`config.mk`:
```
export PLATFORM = sky130hd
export DESIGN_NAME = kgas_top
export DESIGN_NICKNAME = d
export VERILOG_FILES = /design/src/kgas_pkg.sv /design/src/kgas_timebase.sv /design/src/kgas_top.sv
export VERILOG_INCLUDE_DIRS = /design/src /design/src/src
export SDC_FILE = /design/constraint.sdc
export NUM_CORES = 1
export LEC_CHECK = 0
export ABC_AREA = 1
export BUFFER_PORTS_ARGS = -buffer_cell sky130_fd_sc_hd__buf_2
export CORE_UTILIZATION = 59
export DETAILED_ROUTE_END_ITERATION = 8
export PLACE_DENSITY = 0.81
export SETUP_SLACK_MARGIN = 0.3
export SLEW_MARGIN = 10
export SYNTH_ARGS = -nofsm -noshare
export SYNTH_HDL_FRONTEND = slang
export SYNTH_HIERARCHICAL = 1
export SYNTH_SLANG_ARGS = --single-unit
```
`constraint.sdc`:
```
create_clock -name sys_clk -period 3.7 [get_ports sys_clk]
set_input_delay 1.11 -clock sys_clk [delete_from_list [all_inputs] [get_ports sys_clk]]
set_output_delay 1.11 -clock sys_clk [all_outputs]
set_load 0.02 [all_outputs]
```
`src/kgas_cfg.svh`:
```
// Register map, field positions, reset values and timing counts.
// Assumes inclusion by the keypad output, repeat and sleep block.
`ifndef KGAS_CFG_SVH
`define KGAS_CFG_SVH

// ----------------------------------------
// Register offsets
// ----------------------------------------
`define KGAS_ADDR_CFG 8'h01
`define KGAS_ADDR_PORTS 8'h04
`define KGAS_ADDR_REP 8'h05
`define KGAS_ADDR_IDLE 8'h06

// ----------------------------------------
// Field positions
// ----------------------------------------
`define KGAS_CFG_AWAKE 7
`define KGAS_CFG_WAKE 1
`define KGAS_REP_EN 7
`define KGAS_REP_RATE_HI 6
`define KGAS_REP_RATE_LO 4
`define KGAS_REP_DLY_HI 3
`define KGAS_REP_DLY_LO 0
`define KGAS_IDLE_HI 2
`define KGAS_IDLE_LO 0

// ----------------------------------------
// Reset values and repeat code
// ----------------------------------------
`define KGAS_CFG_RST 8'h82
`define KGAS_PORTS_RST 8'hFE
`define KGAS_REP_RST 8'h00
`define KGAS_IDLE_RST 8'h07
`define KGAS_REPEAT_CODE 8'h7E

// ----------------------------------------
// Timing
// ----------------------------------------
`define KGAS_CLK_HZ 10000000
`define KGAS_MS_CYCLES (`KGAS_CLK_HZ / 1000)
`define KGAS_DEB_MIN_MS 9
`define KGAS_PWRUP_MS 2
`define KGAS_DLY_STEP 8
`define KGAS_RATE_STEP 4
`define KGAS_IDLE_MAX_MS 8192
`define KGAS_IDLE_MIN_MS 256

`endif

```
`src/kgas_pkg.sv`:
```
// Types shared by the keypad output, repeat and sleep block.
// Assumes kgas_cfg.svh for all numeric constants.
package kgas_pkg;

	typedef enum logic [1:0] {
		KGAS_RUN = 2'b00,
		KGAS_SLEEP = 2'b01,
		KGAS_PWRUP = 2'b10
	} kgas_state_type;

	typedef enum logic {
		KGAS_PH_DELAY = 1'b0,
		KGAS_PH_RATE = 1'b1
	} kgas_phase_type;

	// Register access from the serial engine
	typedef struct packed {
		logic wr;
		logic [7:0] addr;
		logic [7:0] wdata;
	} kgas_req_type;

	// Open-drain output pins; oe high while pulling low
	typedef struct packed {
		logic [5:0] col_out;
		logic [5:0] col_oe;
		logic int_out;
		logic int_oe;
	} kgas_pins_type;

endpackage

```
`src/kgas_timebase.sv`:
```
// Millisecond tick and debounce-cycle tick generator.
// Assumes a free running system clock and a synchronised reset.
`timescale 1ns/1ps
`include "kgas_cfg.svh"
module kgas_timebase #(
	parameter int MS_CYCLES = `KGAS_MS_CYCLES
) (
	// Clock and reset
	input wire logic sys_clk,
	input wire logic rst_n,
	input wire logic clk_en,
	// Control
	input wire logic [4:0] deb_time,
	input wire logic run,
	// Ticks
	output logic ms_tick,
	output logic deb_tick
);
	import kgas_pkg::*;

	localparam int MW = $clog2(MS_CYCLES + 1);
	localparam logic [5:0] DEB_MIN = 6'(`KGAS_DEB_MIN_MS);

	logic [MW-1:0] ms_q;
	logic [5:0] deb_q;
	wire ms_end = ms_q == MW'(MS_CYCLES - 1);
	// Debounce cycle is 9 ms plus the field value; >= so that a
	// shorter setting ends the running cycle instead of wrapping
	wire [5:0] deb_lim = DEB_MIN + {1'b0, deb_time};
	wire deb_end = ms_end && (deb_q >= deb_lim - 6'h01);

	always_ff @(posedge sys_clk or negedge rst_n) begin
		if (!rst_n) begin
			ms_q <= '0;
			deb_q <= 6'h00;
		end else if (clk_en) begin
			ms_q <= ms_end ? '0 : ms_q + MW'(1);
			if (!run || deb_end)
				deb_q <= 6'h00;
			else if (ms_end)
				deb_q <= deb_q + 6'h01;
		end
	end

	assign ms_tick = clk_en && ms_end;
	assign deb_tick = clk_en && run && deb_end;

endmodule

```
`src/kgas_top.sv`:
```
// Keypad general outputs, key autorepeat and sleep control.
// Assumes a serial engine presenting register writes and a read
// address, and a matrix scanner reporting key events on sys_clk.
`timescale 1ns/1ps
`include "kgas_cfg.svh"
module kgas_top #(
	parameter int MS_CYCLES = `KGAS_MS_CYCLES
) (
	// Clock, reset, enable
	input wire logic sys_clk,
	input wire logic rstn,
	input wire logic clk_en,
	// Register port
	input wire kgas_pkg::kgas_req_type req,
	output logic [7:0] rdata,
	// Settings held elsewhere
	input wire logic [4:0] deb_time,
	input wire logic [2:0] ports_enable,
	input wire logic int_is_gpo,
	// Scanner side
	input wire logic key_event,
	input wire logic key_held,
	input wire logic wake_key_n,
	output logic rep_push,
	output logic [7:0] rep_code,
	output logic scan_power,
	output logic scan_run,
	output logic matrix_pullup,
	// Open-drain outputs
	output kgas_pkg::kgas_pins_type pins
);
	import kgas_pkg::*;

	// ----------------------------------------
	// Reset release and pin synchroniser
	// ----------------------------------------
	logic rst_meta, rst_n;
	always_ff @(posedge sys_clk or negedge rstn) begin
		if (!rstn) begin
			rst_meta <= 1'b0;
			rst_n <= 1'b0;
		end else begin
			rst_meta <= 1'b1;
			rst_n <= rst_meta;
		end
	end

	logic wk_meta, wk_n;
	always_ff @(posedge sys_clk or negedge rst_n) begin
		if (!rst_n) begin
			wk_meta <= 1'b1;
			wk_n <= 1'b1;
		end else if (clk_en) begin
			wk_meta <= wake_key_n;
			wk_n <= wk_meta;
		end
	end

	// ----------------------------------------
	// Decoding helpers
	// ----------------------------------------
	// Ports enable field: grows downward from port 7
	function automatic logic [5:0] gpo_mask(input logic [2:0] code);
		logic [5:0] m;
		m = 6'h00;
		for (int i = 0; i < 6; i++)
			if (code >= 3'(6 - i))
				m[i] = 1'b1;
		return m;
	endfunction

	function automatic logic [13:0] idle_lim(input logic [2:0] code);
		logic [13:0] v;
		v = 14'h0000;
		if (code == 3'h7)
			v = 14'(`KGAS_IDLE_MIN_MS);
		else if (code != 3'h0)
			v = 14'(`KGAS_IDLE_MAX_MS) >> (code - 3'h1);
		return v;
	endfunction

	// ----------------------------------------
	// Registers
	// ----------------------------------------
	logic [7:0] cfg_q, ports_q, rep_q, idle_q;
	kgas_state_type st_q, st_d;

	wire wr_en = clk_en && req.wr;
	wire wr_cfg = wr_en && req.addr == `KGAS_ADDR_CFG;
	wire wr_ports = wr_en && req.addr == `KGAS_ADDR_PORTS;
	wire wr_rep = wr_en && req.addr == `KGAS_ADDR_REP;
	wire wr_idle = wr_en && req.addr == `KGAS_ADDR_IDLE;

	always_ff @(posedge sys_clk or negedge rst_n) begin
		if (!rst_n) begin
			cfg_q <= `KGAS_CFG_RST;
			ports_q <= `KGAS_PORTS_RST;
			rep_q <= `KGAS_REP_RST;
			idle_q <= `KGAS_IDLE_RST;
		end else begin
			if (wr_cfg)
				cfg_q <= req.wdata;
			if (wr_ports)
				ports_q <= {req.wdata[7:1], 1'b0};
			if (wr_rep)
				rep_q <= req.wdata;
			if (wr_idle)
				idle_q <= {5'h00, req.wdata[`KGAS_IDLE_HI:`KGAS_IDLE_LO]};
		end
	end

	wire awake = st_q != KGAS_SLEEP;
	wire wake_en = cfg_q[`KGAS_CFG_WAKE];
	wire [7:0] cfg_rd = {awake, cfg_q[6:0]};

	// Stored value, never the pin level
	wire [7:0] rd_mux =
		(req.addr == `KGAS_ADDR_CFG) ? cfg_rd :
		(req.addr == `KGAS_ADDR_PORTS) ? ports_q :
		(req.addr == `KGAS_ADDR_REP) ? rep_q :
		(req.addr == `KGAS_ADDR_IDLE) ? idle_q : 8'h00;

	logic [7:0] rdata_q;
	always_ff @(posedge sys_clk or negedge rst_n) begin
		if (!rst_n)
			rdata_q <= 8'h00;
		else if (clk_en)
			rdata_q <= rd_mux;
	end
	assign rdata = rdata_q;

	// ----------------------------------------
	// General purpose outputs
	// ----------------------------------------
	wire [5:0] gpo_en = gpo_mask(ports_enable);
	kgas_pins_type pins_q;
	logic [5:0] col_oe_d;

	// Pins left to scanning keep oe low
	generate
		for (genvar i = 0; i < 6; i++) begin : g_col
			assign col_oe_d[i] = gpo_en[i] && !ports_q[i + 2];
		end
	endgenerate

	always_ff @(posedge sys_clk or negedge rst_n) begin
		if (!rst_n) begin
			pins_q <= '0;
		end else if (clk_en) begin
			pins_q.col_out <= 6'h00;
			pins_q.col_oe <= col_oe_d;
			pins_q.int_out <= 1'b0;
			pins_q.int_oe <= int_is_gpo && !ports_q[1];
		end
	end
	assign pins = pins_q;

	// ----------------------------------------
	// Time base
	// ----------------------------------------
	logic ms_tick, deb_tick;
	kgas_timebase #(
		.MS_CYCLES(MS_CYCLES)
	) u_tb (
		.sys_clk(sys_clk),
		.rst_n(rst_n),
		.clk_en(clk_en),
		.deb_time(deb_time),
		.run(st_q == KGAS_RUN),
		.ms_tick(ms_tick),
		.deb_tick(deb_tick)
	);

	// ----------------------------------------
	// Autorepeat
	// ----------------------------------------
	logic [7:0] cnt_q;
	kgas_phase_type ph_q;
	logic push_q;

	wire rep_en = rep_q[`KGAS_REP_EN];
	wire [4:0] dly_n = {1'b0, rep_q[`KGAS_REP_DLY_HI:`KGAS_REP_DLY_LO]};
	wire [3:0] rate_n = {1'b0, rep_q[`KGAS_REP_RATE_HI:`KGAS_REP_RATE_LO]};
	wire [7:0] dly_lim = {dly_n + 5'h01, 3'b000};
	wire [7:0] rate_lim = {2'b00, rate_n + 4'h1, 2'b00};
	wire [7:0] lim = (ph_q == KGAS_PH_RATE) ? rate_lim : dly_lim;
	wire rep_live = rep_en && key_held && st_q == KGAS_RUN;
	wire hit = deb_tick && cnt_q + 8'h01 == lim;

	// One counter for all held keys gives one code per interval
	always_ff @(posedge sys_clk or negedge rst_n) begin
		if (!rst_n) begin
			cnt_q <= 8'h00;
			ph_q <= KGAS_PH_DELAY;
			push_q <= 1'b0;
		end else if (clk_en) begin
			push_q <= 1'b0;
			if (!rep_live || key_event) begin
				cnt_q <= 8'h00;
				ph_q <= KGAS_PH_DELAY;
			end else if (hit) begin
				cnt_q <= 8'h00;
				ph_q <= KGAS_PH_RATE;
				push_q <= 1'b1;
			end else if (deb_tick) begin
				cnt_q <= cnt_q + 8'h01;
			end
		end
	end
	// Only the repeat code leaves; release restarts
	assign rep_push = push_q;
	assign rep_code = `KGAS_REPEAT_CODE;

	// ----------------------------------------
	// Sleep control
	// ----------------------------------------
	logic [13:0] idle_cnt_q;
	logic [1:0] pu_q;
	wire [13:0] i_lim = idle_lim(idle_q[`KGAS_IDLE_HI:`KGAS_IDLE_LO]);
	wire idle_run = st_q == KGAS_RUN && !key_held && i_lim != 14'h0000;
	wire idle_hit = idle_run && ms_tick && idle_cnt_q + 14'h0001 == i_lim;
	// Free tick phase: wait one extra tick so a full 2 ms elapses
	wire pu_done = ms_tick && pu_q == 2'(`KGAS_PWRUP_MS);

	always_comb begin
		st_d = st_q;
		case (st_q)
			KGAS_RUN: begin
				if (idle_hit)
					st_d = KGAS_SLEEP;
			end
			KGAS_SLEEP: begin
				if (wake_en && !wk_n)
					st_d = KGAS_PWRUP;
			end
			KGAS_PWRUP: begin
				if (pu_done)
					st_d = KGAS_RUN;
			end
			default: st_d = KGAS_RUN;
		endcase
		// Host write takes priority over automatic moves, except an awake write in KGAS_RUN, where idle_hit still wins
		if (wr_cfg && !req.wdata[`KGAS_CFG_AWAKE])
			st_d = KGAS_SLEEP;
		else if (wr_cfg && st_q != KGAS_RUN)
			st_d = KGAS_RUN;
	end

	always_ff @(posedge sys_clk or negedge rst_n) begin
		if (!rst_n) begin
			st_q <= KGAS_RUN;
			idle_cnt_q <= 14'h0000;
			pu_q <= 2'b00;
		end else if (clk_en) begin
			st_q <= st_d;
			if (!idle_run || idle_hit)
				idle_cnt_q <= 14'h0000;
			else if (ms_tick)
				idle_cnt_q <= idle_cnt_q + 14'h0001;
			if (st_q != KGAS_PWRUP)
				pu_q <= 2'b00;
			else if (ms_tick)
				pu_q <= pu_q + 2'b01;
		end
	end

	// FIFO is outside and never flushed here
	assign scan_power = st_q != KGAS_SLEEP;
	assign matrix_pullup = st_q == KGAS_SLEEP;
	// Scanner debounces only after power-up; wake key kept held
	assign scan_run = st_q == KGAS_RUN;
endmodule

```
==> flow_metrics.tcl, run 1 <==
set metrics [dict create \
    status "complete, no violations" \
    fin_util 0.666 \
    grt_start_max_net_pins 67 \
    synth-edff-count 0 \
    clk_latency_ns 0.38 \
    hold_viol 0 \
    nFillCells 802 \
    start_kind "input port" \
    core_region_area_um2 9240 \
    multi_input_area_um2 2720 \
    tightest_slew_ns 0.849 \
    ys_seq_area_frac 0.412 \
    drc 0 \
    fp-row-count 35 \
    p_per_area_nw_per_um2 390 \
    dr.first_iter.drc_count 245 \
    ant_nets 0 \
    ys_ff_latch 92 \
    clk_pin_slew_worst_paths_ns 0.10 \
    syn_inst 779 \
    async_reset_ff_frac 1.00 \
    grt_setup_unrepaired "false" \
    place.gp.congestion 0.896 \
    port_buffers 50 \
    initial_utilization 0.608 \
    cts_tree "yes" \
    critPathMaxFanout 6 \
    fin_ws_ns 0.854 \
    hp-class "reg2reg" \
    root_buffer "clkbuf_8" \
    arrival_ns 3.10 \
    drive_gt1_frac 0.145 \
    period_minus_slack_ns 2.85 \
    ys_types 43 \
    dp_slack_ns 0.454 \
    netlist_area_um2 5620 \
    cap_violations 0 \
    register_area_um2 2320 \
    fin_crit_sh 0.769 \
    cts_num_sinks 92 \
    p_leak_nw 3.26 \
    syn_to_final_growth_pct 9.41 \
    drt_pre_antenna_iters 5 \
    die_h_um 99.6 \
    finalSetupTns_ns 0 \
    gr-usage-all-layers 0.283 \
    critPathKind "in2reg" \
    clk_path_buf_depth 2 \
    num_vias 5109 \
    die_w_um 99.6 \
    cts_buffers 9 \
    n_antenna_cell 0 \
    clock.fmax_mhz 351 \
    cp.required_ns 3.95 \
    cts_resized 0 \
    h-tree-depth 3 \
    slew_viol_final 0 \
    finalClockSkew_ns 0.00903 \
    vdd_drop_max_mv 0.253 \
    ys.warnings.count 6 \
    cts_hold_buf 0 \
    synth_area_per_cell_um2 7.22 \
    final_net_count 877 \
    routed_via_density 5.31 \
    synthFlopType "dfrtp_1" \
    wirelength_um 12800 \
    antenna_found_initial 0 \
    grt_first_pass_wirelength_um 22100 \
    die_area_um2 9920 \
    finalPower_mw 2.40 \
    post-dp-hpwl_um 9440 \
    grt_pass1_vias 4898 \
    setup.worst_path.end_class "register" \
    relSlewSlack 0.429 \
    cts_setup_buffers 0 \
    finalSetupViolCount 0 \
    gr-total-overflow 0 \
    io_pins 66 \
    wl_per_cell_um 13.3 \
]
-- Yosys cell counts, types with 7 or more instances --
library cell,n,area share
ha_1,16,0.036
xor2_1,13,0.020
dfstp_2,13,0.061
inv_1,110,0.073
dfrtp_1,79,0.35
inv_2,8,0.0053
nand2_2,7,0.0078
nor3_1,7,0.0062
nand3_1,48,0.043
buf_4,17,0.023
o21ai_0,53,0.047
nand4_1,30,0.033
nor2_1,64,0.043
nand2_1,240,0.16
a21oi_1,11,0.0098
nor2_2,13,0.014
-- worst max-delay path, cell delays in order --
cell and delay, ns:
buf_2 0.11, ha_1 0.27, inv_1 0.04, ha_1 0.26, nand2_1 0.06, nor2_1 0.10, nand2_1 0.06, nand2_1 0.07
and3_1 0.20, nand3_1 0.09, inv_1 0.06, o211ai_1 0.08, nor2_1 0.18, nand3_2 0.12, nand2_1 0.17, o21ai_0 0.11
-- power breakdown --
group	total (mW)	switching (mW)	internal, mW
combinational	0.438	0.301	0.137
clock	0.780	0.388	0.391
sequential	1.18	0.0944	1.09
total	2.40	0.783	1.62
-- sequential cells by signal, summed over array words and instances (netlist names), 6 cells and up --
| name | cells |
|---|---|
| cfg_q | 7 |
| cnt_q | 8 |
| idle_cnt_q | 14 |
| pins | 7 |
| ports_q | 7 |
| rdata | 8 |
| rep_q | 8 |
| u_tb/deb_q | 6 |
| u_tb/ms_q | 14 |
-- placed cells by master (no fill, tap or decap), drive strengths merged, types with 4 or more instances in the layout --
master	n
conb	16
buf	53
xor2	13
nor3	8
dfstp	13
nand2	247
a221oi	4
dfrtp	79
clkbuf	9
inv	122
nand4	30
or2	4
a21oi	11
o21ai	57
ha	16
nand3	52
nor2	80
-- final timing paths --
path	endpoint	slack, ns	start	depth (start not counted)
max	cnt_q[2]	0.85	deb_time[3]	16
min	rst_n	0.37	rst_meta	0
max reg2reg	cnt_q[2]	1.25	u_tb/ms_q[0]	13
min reg2reg	rst_n	0.37	rst_meta	0
max in group asynchronous	u_tb/deb_q[1]	2.39	rst_n	1
min in group asynchronous	cfg_q[6]	0.45	rst_n	0
-- layout make-up --
class | instances | area share
clock buffers | 9 | 0.0201
repair buffers | 53 | 0.0443
multi-input cells | 554 | 0.442
well taps | 129 | 0.0262
flip-flops and latches | 92 | 0.378
inverters | 119 | 0.0726
clock inverters | 7 | 0.0167
-- per-layer routing --
layer / part of all wire / vias up / global-route usage
met3: 0.047 / 14 / 0.0661
met4: 0.013 / 0 / 0.0792
met1: 0.44 / 2432 / 0.351
met5: 0 / - / 0
li1: - / 2531 / -
met2: 0.50 / 132 / 0.495
-- cells by family after synthesis --
family          count (synthesis)  synth area share
other cells                     2           0.00134
xor+xnor                       16            0.0249
buf+inv                       147             0.113
simple gates                  426             0.336
flops                          92             0.412
compound gates                 80            0.0772
fa+ha+maj                      16            0.0356
-- through the flow --
| stage | cell area [µm²] | hold slack (ns) | instances |
|---|---|---|---|
| 2_1_floorplan | 5670 | 0.331 | 793 |
| 3_3_place_gp | 5920 | 0.342 | 947 |
| 3_5_place_dp | 5920 | 0.340 | 947 |
| 4_1_cts | 6150 | 0.374 | 963 |
| 5_1_grt | 6150 | 0.387 | 963 |
| 6_report | 6150 | 0.374 | 963 |
(Power assumes the default switching activity.)
==> inputs of run 2 (changes only) <==
CORE_UTILIZATION = 53   (was 59)
PLACE_DENSITY = 0.76   (was 0.81)
clock period = 2.5 ns   (was 3.7 ns; I/O delays follow)
==> flow_metrics.tcl, run 2 (synthesized netlist as in run 1, its figures left out) <==
set metrics [dict create \
    status "complete, no violations" \
    largestRegisters "idle_cnt_q: 14 flops, u_tb/ms_q: 14 flops" \
    root_buffer "clkbuf_8" \
    finalSetupViolCount 0 \
    period_minus_slack_ns 2.30 \
    grt_start_max_net_pins 52 \
    cts_buffers 9 \
    met2_length_um 6670 \
    h-tree-depth 3 \
    drive_gt1_frac 0.217 \
    hold_viol 0 \
    dr.first_iter.drc_count 306 \
    finalClockSkew_ns 0.0206 \
    die_area_um2 11000 \
    initial_utilization 0.545 \
    top_layer "met4" \
    comb_power_share 0.230 \
    grt_setup_unrepaired "true" \
    fin_cells 1002 \
    drc 0 \
    gr-total-overflow 0 \
    routed_via_density 5.25 \
    grt_first_pass_wirelength_um 22100 \
    wirelength_um 13300 \
    n_antenna_cell 0 \
    nFillCells 897 \
    drt_pre_antenna_iters 5 \
    cts_num_sinks 92 \
    die_h_um 105 \
    p_per_area_nw_per_um2 554 \
    final_common_cell "nand2_1" \
    core_region_area_um2 10300 \
    fin_crit_sh 0.920 \
    slew_viol_final 0 \
    arrival_ns 2.56 \
    syn_to_final_growth_pct 17.1 \
    setup.worst_path.end_class "register" \
    hp-class "in2async" \
    vdd_drop_max_mv 0.385 \
    final_net_count 909 \
    cap_violations 0 \
    gr-usage-all-layers 0.248 \
    cts_hold_buf 0 \
    place_inst 969 \
    cp.required_ns 2.76 \
    wl_per_cell_um 13.3 \
    clk_latency_ns 0.38 \
    clock.fmax_mhz 435 \
    finalPower_mw 3.65 \
    grt_pass1_vias 4991 \
    num_vias 5257 \
    clk_path_buf_depth 2 \
    wl_met3_um 519 \
    p_clk_frac 0.292 \
    cts_tree "yes" \
    antenna_found_initial 0 \
    critPathMaxFanout 6 \
    io_pins 66 \
    place.gp.congestion 0.866 \
    layout_common_cells "nand2_1 (227), inv_1 (106), dfrtp_1 (76), nor2_1 (60), o21ai_0 (48)" \
    power_switching_share 0.341 \
    reg2reg_depth 16 \
    start_kind "input port" \
    tightest_slew_ns 0.540 \
    p_sw_mw 1.24 \
    clk_pin_slew_worst_paths_ns 0.09 \
    r2r_slack_ns 0.33 \
    relSlewSlack 0.640 \
    fin_util 0.638 \
    wl_met1_um 5860 \
    ant_nets 0 \
    fp-row-count 37 \
    port_buffers 50 \
    die_w_um 105 \
    dp_slack_ns -0.301 \
    critPathKind "in2reg" \
    timing.rr.start "u_tb/deb_q[0]" \
    intPower_mw 2.41 \
    fin_ws_ns 0.200 \
    seqPwrFrac 0.478 \
    r2r_end "cnt_q[3]" \
    post-dp-hpwl_um 9490 \
    p_leak_nw 3.42 \
]
[run 2: changes by cell type in the layout (fill, tap and decap cells not counted), moves of 4 or more]
cell	previous run	this run
buf_4	3	29
buf_6	0	6
clkinvlp_4	0	4
inv_1	110	106
nand2_1	240	227
nand2_2	7	17
nand3_1	48	44
nand3_2	3	7
nor2_1	64	60
o21ai_0	53	48
[run 2: how the worst max path moves through the flow]
stage               end  cells past startpoint   startpoint  slack (ns)
6_report       cnt_q[3]                     16  deb_time[3]        0.20
5_1_grt        cnt_q[2]                     16  deb_time[3]        0.07
4_1_cts        cnt_q[4]                     16  deb_time[3]        0.14
3_5_place_dp   cnt_q[5]                     16  deb_time[3]       -0.30
3_3_place_gp   cnt_q[5]                     16  deb_time[3]       -0.20
2_1_floorplan  cnt_q[5]                     15  deb_time[4]        0.07
[run 2: stage by stage]
step                      hold WS (ns)  TNS, ns  area (µm²)
after floorplan                  0.331        0        5700
after global placement           0.334    -1.55        6080
after detailed placement         0.338    -2.37        6080
after CTS                        0.132        0        6400
after global routing             0.127        0        6580
final                            0.145        0        6580
[run 2: critical path: stages]
cell	delay [ns]
buf_8	0.10
ha_4	0.25
inv_2	0.03
ha_4	0.25
nand2_2	0.05
nor2_2	0.07
nand2_1	0.06
nand2_2	0.07
and3_4	0.21
nand3_2	0.08
inv_2	0.06
o211ai_1	0.07
nor2_1	0.17
nand3_2	0.14
nand2_4	0.13
o21ai_2	0.06
[run 2: area by class of cell]
class / count / area (µm²) / share of cell area
Timing Repair Buffer: 84 / 556 / 0.0844
Clock inverter: 7 / 82.6 / 0.0125
Clock buffer: 9 / 124 / 0.0188
Timing Repair inverter: 1 / 7.51 / 0.00114
Tap cell: 136 / 170 / 0.0259
Multi-Input combinational cell: 554 / 2870 / 0.436
Sequential cell: 92 / 2320 / 0.353
Inverter: 119 / 450 / 0.0684
[run 2: timing repair]
action | 4_1_cts | 5_1_grt
resized for setup | 14 | 36
pin swaps | 16 | 21
setup buffers | 7 | 9
endpoints found under the setup margin | 21 | 27
cloned | 0 | 1
[run 2: per-layer routing]
layer / vias to the layer above / track usage
li1: 2593 / -
met1: 2496 / 0.319
met2: 141 / 0.428
met3: 27 / 0.0349
met4: 0 / 0.0895
met5: - / 0
[run 2: power by group through the flow]
stage          clock network, mW  logic (mW)  registers (mW)
2_1_floorplan                  0       0.482            1.76
3_3_place_gp                   0       0.650            1.75
3_5_place_dp                   0       0.669            1.76
4_1_cts                     1.09       0.695            1.73
5_1_grt                     1.15       0.936            1.76
6_report                    1.07       0.841            1.74
